File: src/rtl/teds_pkg.sv
// Purpose: Constants for the timer input edge-select block.
// Assumes: APB slave with 32-bit data, three register words.
// Notes: Field positions follow the control register layout.
package teds_pkg;
  // ==========================================================
  // Register map
  // ==========================================================
  localparam logic [11:0] ADDR_EDGE_CTRL = 12'h000;
  localparam logic [11:0] ADDR_PIN_STATUS = 12'h004;
  localparam logic [11:0] ADDR_BIT_ACCESS = 12'h008;
  localparam logic [7:0] EDGE_CTRL_RESET = 8'h00;
  // ==========================================================
  // Field positions
  // ==========================================================
  localparam int TRIG_LO_POS = 0;
  localparam int EVT_LO_POS = 2;
  localparam int FIELD_W = 2;
  localparam int BIT_IDX_POS = 0;
  localparam int BIT_VAL_POS = 8;
  localparam logic [1:0] EDGE_NONE = 2'h0;
  localparam logic [1:0] EDGE_RISE = 2'h1;
  localparam logic [1:0] EDGE_FALL = 2'h2;
  localparam logic [1:0] EDGE_BOTH = 2'h3;
endpackage

File: src/rtl/teds_edge_select.sv
// Purpose: Edge-select control register and edge detector for the timer input pin.
// Assumes: APB master, pin asynchronous to clk_sys.
// Notes: Bit writes use pstrb-free masked write register at offset 0x008.
// Summary of operation
// - One 8-bit register, event and trigger fields.
// - Low-nibble and single-bit access (bits 7:4 stay zero), others kept.
// - Reset clears register to zero.
// - Trigger codes: 00 off, 10 fall, 11 both.
//
// Our own choices: register access over APB and the placing of the registers.
`timescale 1ns/1ps
module teds_edge_select (
  input wire logic clk_sys,
  input wire logic rst,
  input wire logic psel,
  input wire logic penable,
  input wire logic pwrite,
  input wire logic [11:0] paddr,
  input wire logic [31:0] pwdata,
  output logic [31:0] prdata,
  output logic pready,
  output logic pslverr,
  input wire logic timer_input_pin,
  output logic event_count_strobe,
  output logic ext_trigger_strobe
);
  // ==========================================================
  // Edge decode
  // ==========================================================
  // Shared edge decode.
  function automatic logic edge_hit(input logic [1:0] sel, input logic rise, input logic fall);
    edge_hit = (sel[0] & rise) | (sel[1] & fall);
  endfunction

  // Selects one edge field of the register.
  function automatic logic [1:0] field_of(input logic [7:0] ctrl, input int pos);
    field_of = ctrl[pos +: teds_pkg::FIELD_W];
  endfunction

  // ==========================================================
  // Storage and pin history
  // ==========================================================
  logic [7:0] ext_input_edge_control;
  logic pin_meta;
  logic pin_sync;
  logic pin_prev;

  // ==========================================================
  // Bus decode
  // ==========================================================
  logic access_phase;
  logic setup_phase;
  logic hit_ctrl;
  logic hit_stat;
  logic hit_bit;
  logic unmapped;
  logic ctrl_write;
  logic [2:0] bit_idx;
  logic bit_val;
  logic [7:0] bit_mask;
  logic [7:0] bit_written;
  logic [7:0] next_ctrl;
  logic next_pready;
  logic next_pslverr;
  logic [31:0] next_prdata;

  assign access_phase = psel & penable;
  assign setup_phase = psel & ~penable;
  assign hit_ctrl = paddr == teds_pkg::ADDR_EDGE_CTRL;
  assign hit_stat = paddr == teds_pkg::ADDR_PIN_STATUS;
  assign hit_bit = paddr == teds_pkg::ADDR_BIT_ACCESS;
  assign unmapped = ~(hit_ctrl | hit_stat | hit_bit);
  assign ctrl_write = access_phase & pwrite & pready & (hit_ctrl | hit_bit);
  assign bit_idx = pwdata[teds_pkg::BIT_IDX_POS +: 3];
  assign bit_val = pwdata[teds_pkg::BIT_VAL_POS];
  assign bit_mask = 8'h01 << bit_idx;
  assign bit_written = bit_val ? (ext_input_edge_control | bit_mask) : (ext_input_edge_control & ~bit_mask);
  assign next_ctrl = hit_bit ? {4'h0, bit_written[3:0]} : {4'h0, pwdata[3:0]};
  assign next_pready = setup_phase;
  assign next_pslverr = setup_phase & unmapped;
  assign next_prdata = hit_ctrl ? {24'h000000, ext_input_edge_control}
                     : hit_stat ? {31'h0, pin_sync} : 32'h00000000;

  // ==========================================================
  // Edge detection
  // ==========================================================
  logic [1:0] event_count_edge;
  logic [1:0] ext_trigger_edge;
  logic rise;
  logic fall;
  logic next_event_strobe;
  logic next_trigger_strobe;

  assign event_count_edge = field_of(ext_input_edge_control, teds_pkg::EVT_LO_POS);
  assign ext_trigger_edge = field_of(ext_input_edge_control, teds_pkg::TRIG_LO_POS);
  assign rise = pin_sync & ~pin_prev;
  assign fall = ~pin_sync & pin_prev;
  assign next_event_strobe = edge_hit(event_count_edge, rise, fall);
  assign next_trigger_strobe = edge_hit(ext_trigger_edge, rise, fall);

  // ==========================================================
  // Register
  // ==========================================================
  always_ff @(posedge clk_sys)
  begin
    if (rst)
    begin
      ext_input_edge_control <= teds_pkg::EDGE_CTRL_RESET;
    end
    else if (ctrl_write)
    begin
      ext_input_edge_control <= next_ctrl;
    end
  end

  // ==========================================================
  // Bus response
  // ==========================================================
  always_ff @(posedge clk_sys)
  begin
    if (rst)
    begin
      pready <= 1'h0;
    end
    else
    begin
      pready <= next_pready;
    end
  end

  always_ff @(posedge clk_sys)
  begin
    if (rst)
    begin
      pslverr <= 1'h0;
    end
    else
    begin
      pslverr <= next_pslverr;
    end
  end

  always_ff @(posedge clk_sys)
  begin
    if (rst)
    begin
      prdata <= 32'h00000000;
    end
    else
    begin
      prdata <= next_prdata;
    end
  end

  // ==========================================================
  // Pin synchroniser
  // ==========================================================
  always_ff @(posedge clk_sys)
  begin
    if (rst)
    begin
      pin_meta <= 1'h0;
    end
    else
    begin
      pin_meta <= timer_input_pin;
    end
  end

  always_ff @(posedge clk_sys)
  begin
    if (rst)
    begin
      pin_sync <= 1'h0;
    end
    else
    begin
      pin_sync <= pin_meta;
    end
  end

  always_ff @(posedge clk_sys)
  begin
    if (rst)
    begin
      pin_prev <= 1'h0;
    end
    else
    begin
      pin_prev <= pin_sync;
    end
  end

  // ==========================================================
  // Strobes
  // ==========================================================
  always_ff @(posedge clk_sys)
  begin
    if (rst)
    begin
      event_count_strobe <= 1'h0;
    end
    else
    begin
      event_count_strobe <= next_event_strobe;
    end
  end

  always_ff @(posedge clk_sys)
  begin
    if (rst)
    begin
      ext_trigger_strobe <= 1'h0;
    end
    else
    begin
      ext_trigger_strobe <= next_trigger_strobe;
    end
  end
endmodule

File: config.mk
export PLATFORM = sky130hd
export DESIGN_NAME = teds_edge_select
export DESIGN_NICKNAME = d
export VERILOG_FILES = /design/src/rtl/teds_pkg.sv /design/src/rtl/teds_edge_select.sv
export SDC_FILE = /design/constraint.sdc
export NUM_CORES = 1
export LEC_CHECK = 0
export BUFFER_PORTS_ARGS = -buffer_cell sky130_fd_sc_hd__buf_2
export CORE_ASPECT_RATIO = 0.7
export CORE_UTILIZATION = 36
export CTS_CLUSTER_SIZE = 8
export DETAILED_ROUTE_END_ITERATION = 10
export GPL_TIMING_DRIVEN = 0
export PLACE_DENSITY = 0.88
export SLEW_MARGIN = 15
export SYNTH_ARGS = -nofsm -noshare
export SYNTH_HDL_FRONTEND = slang
export SYNTH_SLANG_ARGS = --single-unit
File: constraint.sdc
create_clock -name clk_sys -period 1.8 [get_ports clk_sys]
set_input_delay 0.18 -clock clk_sys [delete_from_list [all_inputs] [get_ports clk_sys]]
set_output_delay 0.18 -clock clk_sys [all_outputs]
set_load 0.01 [all_outputs]
==> results.toml, run 1 <==
[logic_synthesis]
yosys_warnings = 0
synth_area_leader_cell = "dfxtp_1"
ys_top_cells_by_count = "28 x buf_4, 15 x dfxtp_1, 7 x nor2_1, 5 x nor2b_1"
yosysSeqAreaShare = 0.337
ys_top_cells_by_area = "dfxtp_1 34%, buf_4 24%, nor4_4 4.8%"
synth.distinct_cells = 30
syn_inst = 98
yosysTopAreaCellShare = 0.337
syn_area_per_cell_um2 = 9.10
netlist_area_um2 = 892
ys_seq_elements = 15
yosys.cell_count.top_type = "buf_4"
synth_edf_count = 0
synthFlopType = "dfxtp_1"
synthArstFlopShare = 0

[critical_path]
path_buf_inv = 0
slowest_stage = "or4b_1"
cp_max_fo = 8
cp.depth = 4
worstPathCellList = "or4b_1 -> nor4_4 -> nor3b_1 -> nor4_1"
r2r_cells = 4
cp-start-kind = "register"
max_stage_delay_ns = 0.49
critical_path_class = "register to register"
worstSetupEndpointType = "register"
critPathRequiredTime_ns = 1.94
path_delay_family = "simple AND/OR/NAND/NOR gates"
critPathArrivalTime_ns = 1.81

[sta]
finalMaxSlewViolations = 0
rsz0062_at_grt = "no"
fin_skew_ns = 0.00263
hold_viol = 0
max_freq_mhz = 599
finalSetupTns_ns = 0
final.min_clock_period_ns = 1.67
max_slew_margin = 0.640
setup_ws_ns = 0.132
fin_crit_sh = 0.927
whs_ns = 0.0985
tightest_slew_ns = 0.539
setup_viol_count_final = 0

[cells_and_area]
antenna_cells = 0
fin_nets = 210
syn_to_final_growth_pct = 35.6
final_area_um2 = 1210
fillers = 237
drive_above_1_share = 0.421

[cts]
cts_tree = "yes"
cts-root-buf = "clkbuf_4"
cts_setup_buffers = 0
cts_hold_buf = 0
cts.clk_slew.worst_paths_ns = 0.08
cts_resized = 0
clk_path_buf_depth = 2
htreeDepth = 1
clock_latency_ns = 0.27
numCtsBuffers = 3
clock-sinks = 15

[status]
status = "finished clean"

[place]
dp_hpwl_um = 1520
placed_area_um2 = 1180
gp_congestion = 0.794
pre_cts_ws_ns = 0.0101
numPortBuffers = 30

[pwr]
total_power_uw = 653
switching_share = 0.247
combPwrFrac = 0.211
p_leak_uw = 0.000604
p_clk_frac = 0.272
p_per_area_nw_per_um2 = 540
switchingPower_uw = 161
seq_power_share = 0.517
vdd_drop_max_v = 0.000172
p_int_uw = 492

[grt]
grt_overflow = 0
grt_max_degree = 11
antenna_found_initial = 0
groute.usage.overall = 0.130
grt_pass1_wl_um = 2560
grt_pass1_vias = 647

[detailed_routing]
drc = 0
routed_wl_um = 1720
drtIter0Drc = 11
route.vias.total = 754
avgViaCountPerCell = 3.95
firstDrtPassIters = 3
routedWlPerCell_um = 8.98
drtAntennaViolNets = 0

[floorplanning]
dieWidth_um = 61.5
core_um2 = 2240
num_io_pins = 86
die-area_um2 = 2680
die_h_um = 43.7
initial_utilization = 0.398
placementRows = 14

[min_path]
holdCritPathClass = "primary input to register"
holdPathStages = 2

[job]
max_cap_violations = 0
[layout by cell type, fill, tap and decap left out, types with 3 or more instances in the layout]
cell type	Yosys	routed
dfxtp_1	15	15
o21ai_0	4	4
nor2b_1	5	5
nor2_1	7	7
clkbuf_4	0	3
inv_1	4	4
buf_2	0	30
conb_1	1	28
a21oi_1	4	4
buf_4	28	28
[logic make-up after synthesis]
group | Yosys count | synth area share
mux | 1 | 0.0112
other cells | 1 | 0.00420
buf+inv | 33 | 0.257
simple gates | 31 | 0.268
flops | 15 | 0.337
compound gates | 17 | 0.123
[path summary, 6_finish.rpt]
check / from / to / slack (ns)
min reg2reg: pin_meta / pin_sync / 0.44
max: pready / register / 0.13
min: penable / pready / 0.1
max reg2reg: pready / register / 0.13
[final cells by class]
class | instances | area [um2] | share of cell area
buffer | 29 | 214 | 0.177
sequential | 15 | 300 | 0.248
multi-input combinational | 77 | 464 | 0.384
inverter | 4 | 15.0 | 0.0124
clock buffer | 4 | 26.3 | 0.0217
tap | 32 | 40.0 | 0.0331
timing repair buffer | 30 | 150 | 0.124
[per-stage QoR]
step	std cells	utilization
global route	191	0.540
detailed placement	187	0.528
global placement	187	0.528
finish	191	0.540
floorplan	125	-
CTS	191	0.540
[power by group through the flow]
stage               Combinational [uW]  Sequential, uW  Clock (uW)
floorplan                         94.9             346           0
global placement                   132             345           0
detailed placement                 135             346           0
CTS                                136             338         185
global route                       151             338         199
finish                             138             338         177
[worst register-to-register path, delay by kind of cell, from the launching register on]
family	cells	cell delay [ns]
AND/OR/NAND/NOR	4	1.21
flip-flops	1	0.34
[per-layer routing]
layer / GRT usage / up-vias / part of all wire / wire length [um]
li1: - / 407 / - / -
met1: 0.139 / 308 / 0.43 / 741
met2: 0.228 / 39 / 0.45 / 766
met3: 0.0657 / 0 / 0.12 / 208
met4: 0.0267 / 0 / 0 / 0
met5: 0 / - / 0 / 0
Note: power is estimated with default switching activity, not from simulation.
==> inputs of run 2 (changes only) <==
--- a/config.mk
+++ b/config.mk
@@ -8,6 +8,8 @@
 export BUFFER_PORTS_ARGS = -buffer_cell sky130_fd_sc_hd__buf_2
 export CORE_ASPECT_RATIO = 0.7
 export CORE_UTILIZATION = 36
+export CTS_BUF_LIST = sky130_fd_sc_hd__clkbuf_16
+export CTS_CLUSTER_DIAMETER = 150
 export CTS_CLUSTER_SIZE = 8
 export DETAILED_ROUTE_END_ITERATION = 10
 export GPL_TIMING_DRIVEN = 0
==> results.toml, run 2 (synthesis gave the netlist of run 1 again) <==
[pwr]
p_leak_uw = 0.000631
vdd_drop_max_v = 0.000264
p_per_area_nw_per_um2 = 704

[place]
dp_hpwl_um = 1520
gp_congestion = 0.794
pre_cts_ws_ns = 0.0101
place_inst = 187
numPortBuffers = 30

[sta]
finalSetupTns_ns = 0
rsz0062_at_grt = "no"
fin_crit_sh = 0.934
fin_skew_ns = 0.000987
tightest_slew_ns = 0.543
max_freq_mhz = 595
setup_viol_count_final = 0
max_slew_margin = 0.637
finalMaxSlewViolations = 0
setup_ws_ns = 0.119
final.min_clock_period_ns = 1.68
hold_viol = 0

[job]
max_cap_violations = 0

[cts]
clock-sinks = 15
cts.clk_slew.worst_paths_ns = 0.04
cts_hold_buf = 0
cts_tree = "yes"
cts_setup_buffers = 0
htreeDepth = 1
cts-root-buf = "clkbuf_16"
numCtsBuffers = 3
clk_path_buf_depth = 2
cts_resized = 0
clock_latency_ns = 0.24

[detailed_routing]
route.vias.total = 763
routed_wl_um = 1800
drtAntennaViolNets = 0
drtIter0Drc = 23
firstDrtPassIters = 4
routedWlPerCell_um = 9.40
drc = 0
avgViaCountPerCell = 3.99

[floorplanning]
dieWidth_um = 61.5
num_io_pins = 86
die_h_um = 43.7
die-area_um2 = 2680
core_um2 = 2240
placementRows = 14
initial_utilization = 0.398

[critical_path]
max_stage_delay_ns = 0.49
slowest_stage = "or4b_1"
critPathRequiredTime_ns = 1.90
worstSetupEndpointType = "register"
r2r_cells = 4
worstPathCellList = "or4b_1 -> nor4_4 -> nor3b_1 -> nor4_1"
rrSetupSlack_ns = 0.12
cp_max_fo = 8
critPathArrivalTime_ns = 1.78
critical_path_class = "register to register"
cp-start-kind = "register"

[status]
status = "finished clean"

[grt]
antenna_found_initial = 0
grt.met3_usage = 0.0567
grt_max_degree = 11
grt_overflow = 0
groute.usage.overall = 0.136
grt_pass1_vias = 668
met1_usage = 0.145
grt_pass1_wl_um = 2680
grt_use_met2 = 0.243
grt-busiest-layer = "met2"

[cells_and_area]
final_cell_mix = "30 x buf_2, 28 x buf_4, 28 x conb_1"
drive_above_1_share = 0.421
final_cell_count_no_fill = 191
final_common_cell = "buf_2"
final_core_util = 0.563
fillers = 233
fin_nets = 210
syn_to_final_growth_pct = 41.5
antenna_cells = 0

[min_path]
holdCritPathClass = "primary input to register"
holdPathStages = 2
run 2: critical path, delay by kind of cell, from the launching register on:
kind             cells  cell delay (ns)
flip-flops           1             0.33
AND/OR/NAND/NOR      4             1.22
run 2: final cells by class:
type / instances / area [um2] / area share
clock buffers: 3 / 75.1 / 0.0595
clock inverters: 1 / 3.75 / 0.00297
repair buffers: 30 / 150 / 0.119
well taps: 32 / 40.0 / 0.0317
flip-flops and latches: 15 / 300 / 0.238
multi-input cells: 77 / 464 / 0.368
inverters: 4 / 15.0 / 0.0119
plain buffers: 29 / 214 / 0.169
run 2: path summary, 6_finish.rpt:
kind / start / endpoint
setup reg to reg: pready / register
hold / removal: penable / pready
setup / recovery: pready / register
hold reg to reg: pin_meta / pin_sync
run 2: layer usage:
metal  up-vias  routed length [um]
met5         -                   0
met4         0                   9
met3         2                 217
met2        40                 808
met1       312                 761
li1        409                   -
run 2: power by group:
| group | switching, uW | leakage (uW) | internal, uW | total [uW] |
|---|---|---|---|---|
| combinational | 68.1 | 0.000467 | 70.2 | 138 |
| clock | 118 | 0.0000423 | 292 | 411 |
| sequential | 1.93 | 0.000122 | 338 | 340 |
| total | 188 | 0.000631 | 701 | 889 |
run 2: per-stage QoR:
| step | total power (uW) | area, um2 | hold WS [ns] |
|---|---|---|---|
| final | 889 | 1260 | 0.135 |
| after global routing | 922 | 1260 | 0.145 |
| after CTS | 892 | 1260 | 0.135 |
| after detailed placement | 481 | 1180 | 0.385 |
| after global placement | 477 | 1180 | 0.375 |
| after floorplan | 441 | 993 | 0.251 |
==> inputs of run 3 (changes only) <==
--- a/config.mk
+++ b/config.mk
@@ -6,14 +6,15 @@
 export NUM_CORES = 1
 export LEC_CHECK = 0
 export BUFFER_PORTS_ARGS = -buffer_cell sky130_fd_sc_hd__buf_2
+export CAP_MARGIN = 20
 export CORE_ASPECT_RATIO = 0.7
-export CORE_UTILIZATION = 36
+export CORE_UTILIZATION = 38
 export CTS_BUF_LIST = sky130_fd_sc_hd__clkbuf_16
 export CTS_CLUSTER_DIAMETER = 150
 export CTS_CLUSTER_SIZE = 8
 export DETAILED_ROUTE_END_ITERATION = 10
 export GPL_TIMING_DRIVEN = 0
-export PLACE_DENSITY = 0.88
+export PLACE_DENSITY = 0.92
 export SLEW_MARGIN = 15
 export SYNTH_ARGS = -nofsm -noshare
 export SYNTH_HDL_FRONTEND = slang
==> constraint.sdc (replaced) <==
create_clock -name clk_sys -period 2 [get_ports clk_sys]
set_input_delay 0.2 -clock clk_sys [delete_from_list [all_inputs] [get_ports clk_sys]]
set_output_delay 0.2 -clock clk_sys [all_outputs]
set_load 0.01 [all_outputs]
==> results.toml, run 3 (synthesis gave the netlist of run 1 again) <==
[pwr]
p_leak_uw = 0.000631
p_per_area_nw_per_um2 = 628
vdd_drop_max_v = 0.000252

[critical_path]
r2r_cells = 4
critPathRequiredTime_ns = 2.10
worstReg2RegStart = "pready"
cp_max_fo = 8
cp-start-kind = "register"
cp-startpoint = "pready"
critPathArrivalTime_ns = 1.75
worstSetupEndpointType = "register"
rrSetupSlack_ns = 0.35
critical_path_class = "register to register"

[sta]
fin_crit_sh = 0.827
setup_viol_count_final = 0
finalMaxSlewViolations = 0
finalSetupTns_ns = 0
fin_skew_ns = 0.00143
max_freq_mhz = 605
rsz0062_at_grt = "no"
final.min_clock_period_ns = 1.65
tightest_slew_ns = 0.526
hold_viol = 0
max_slew_margin = 0.650

[cells_and_area]
final_common_cell = "buf_2"
drive_above_1_share = 0.421
fillers = 195
syn_to_final_growth_pct = 41.5
fin_nets = 210
antenna_cells = 0
final_cell_mix = "30 x buf_2, 28 x buf_4, 28 x conb_1"
final_core_util = 0.577

[floorplanning]
core_um2 = 2190
die-area_um2 = 2550
placementRows = 14
die_h_um = 42.5
initial_utilization = 0.407
dieWidth_um = 59.9
num_io_pins = 86

[min_path]
holdPathStages = 2
holdCritPathClass = "primary input to register"
hold_start = "penable"
hold_path_end = "pready"

[detailed_routing]
route.vias.total = 757
drc = 0
avgViaCountPerCell = 3.96
routedWlPerCell_um = 8.10
drtAntennaViolNets = 0
firstDrtPassIters = 4
drtIter0Drc = 20
routed_wl_um = 1550

[place]
dp_hpwl_um = 1310
gp_congestion = 0.819
numPortBuffers = 30

[grt]
grt_pass1_vias = 600
groute.usage.overall = 0.133
antenna_found_initial = 0
grt_max_degree = 11
grt_overflow = 0
grt_pass1_wl_um = 2530

[cts]
cts-root-buf = "clkbuf_16"
cts_tree = "yes"
htreeDepth = 1
cts_hold_buf = 0
cts.clk_slew.worst_paths_ns = 0.04
cts_resized = 0
clk_path_buf_depth = 2
clock-sinks = 15
clock_latency_ns = 0.24
cts_setup_buffers = 0
numCtsBuffers = 3

[status]
status = "finished clean"

[job]
max_cap_violations = 0
[run 3: layout make-up]
class	instances	area, um2	area share
clock buffers	3	75.1	0.0595
flip-flops and latches	15	300	0.238
repair buffers	30	150	0.119
plain buffers	29	214	0.169
multi-input cells	77	464	0.368
well taps	32	40.0	0.0317
clock inverters	1	3.75	0.00297
inverters	4	15.0	0.0119
[run 3: worst max-delay path by stage]
stage / end / slack [ns] / depth (start not counted)
after floorplan: pslverr / 0.37 / 4
after global placement: register / 0.17 / 5
after detailed placement: register / 0.17 / 5
after CTS: register / 0.33 / 4
after global routing: register / 0.20 / 4
final: register / 0.35 / 4
[run 3: power by group]
group / switching [uW] / internal, uW
clock: 101 / 263
sequential: 1.50 / 304
combinational: 60.3 / 63.1
[run 3: through the flow]
step,setup slack [ns],total power [uW],instances,area (um2),hold WS (ns)
6_report,0.346,793,191,1260,0.150
5_1_grt,0.202,837,191,1260,0.169
4_1_cts,0.330,801,191,1260,0.144
3_5_place_dp,0.170,432,187,1180,0.393
3_3_place_gp,0.173,431,187,1180,0.397
2_1_floorplan,0.370,397,125,993,0.271
[run 3: worst max-delay path, cell delays in order, from the launching register on]
cell and delay [ns]:
dfxtp_1 0.31, or4b_1 0.49, nor4_4 0.35, nor3b_1 0.28, nor4_1 0.08
[run 3: per-layer routing]
metal,vias to the layer above,track usage,share of wire
met5,-,0,0
met2,40,0.196,0.38
met3,0,0.0556,0.092
li1,407,-,-
met4,0,0.0279,0
met1,310,0.180,0.52
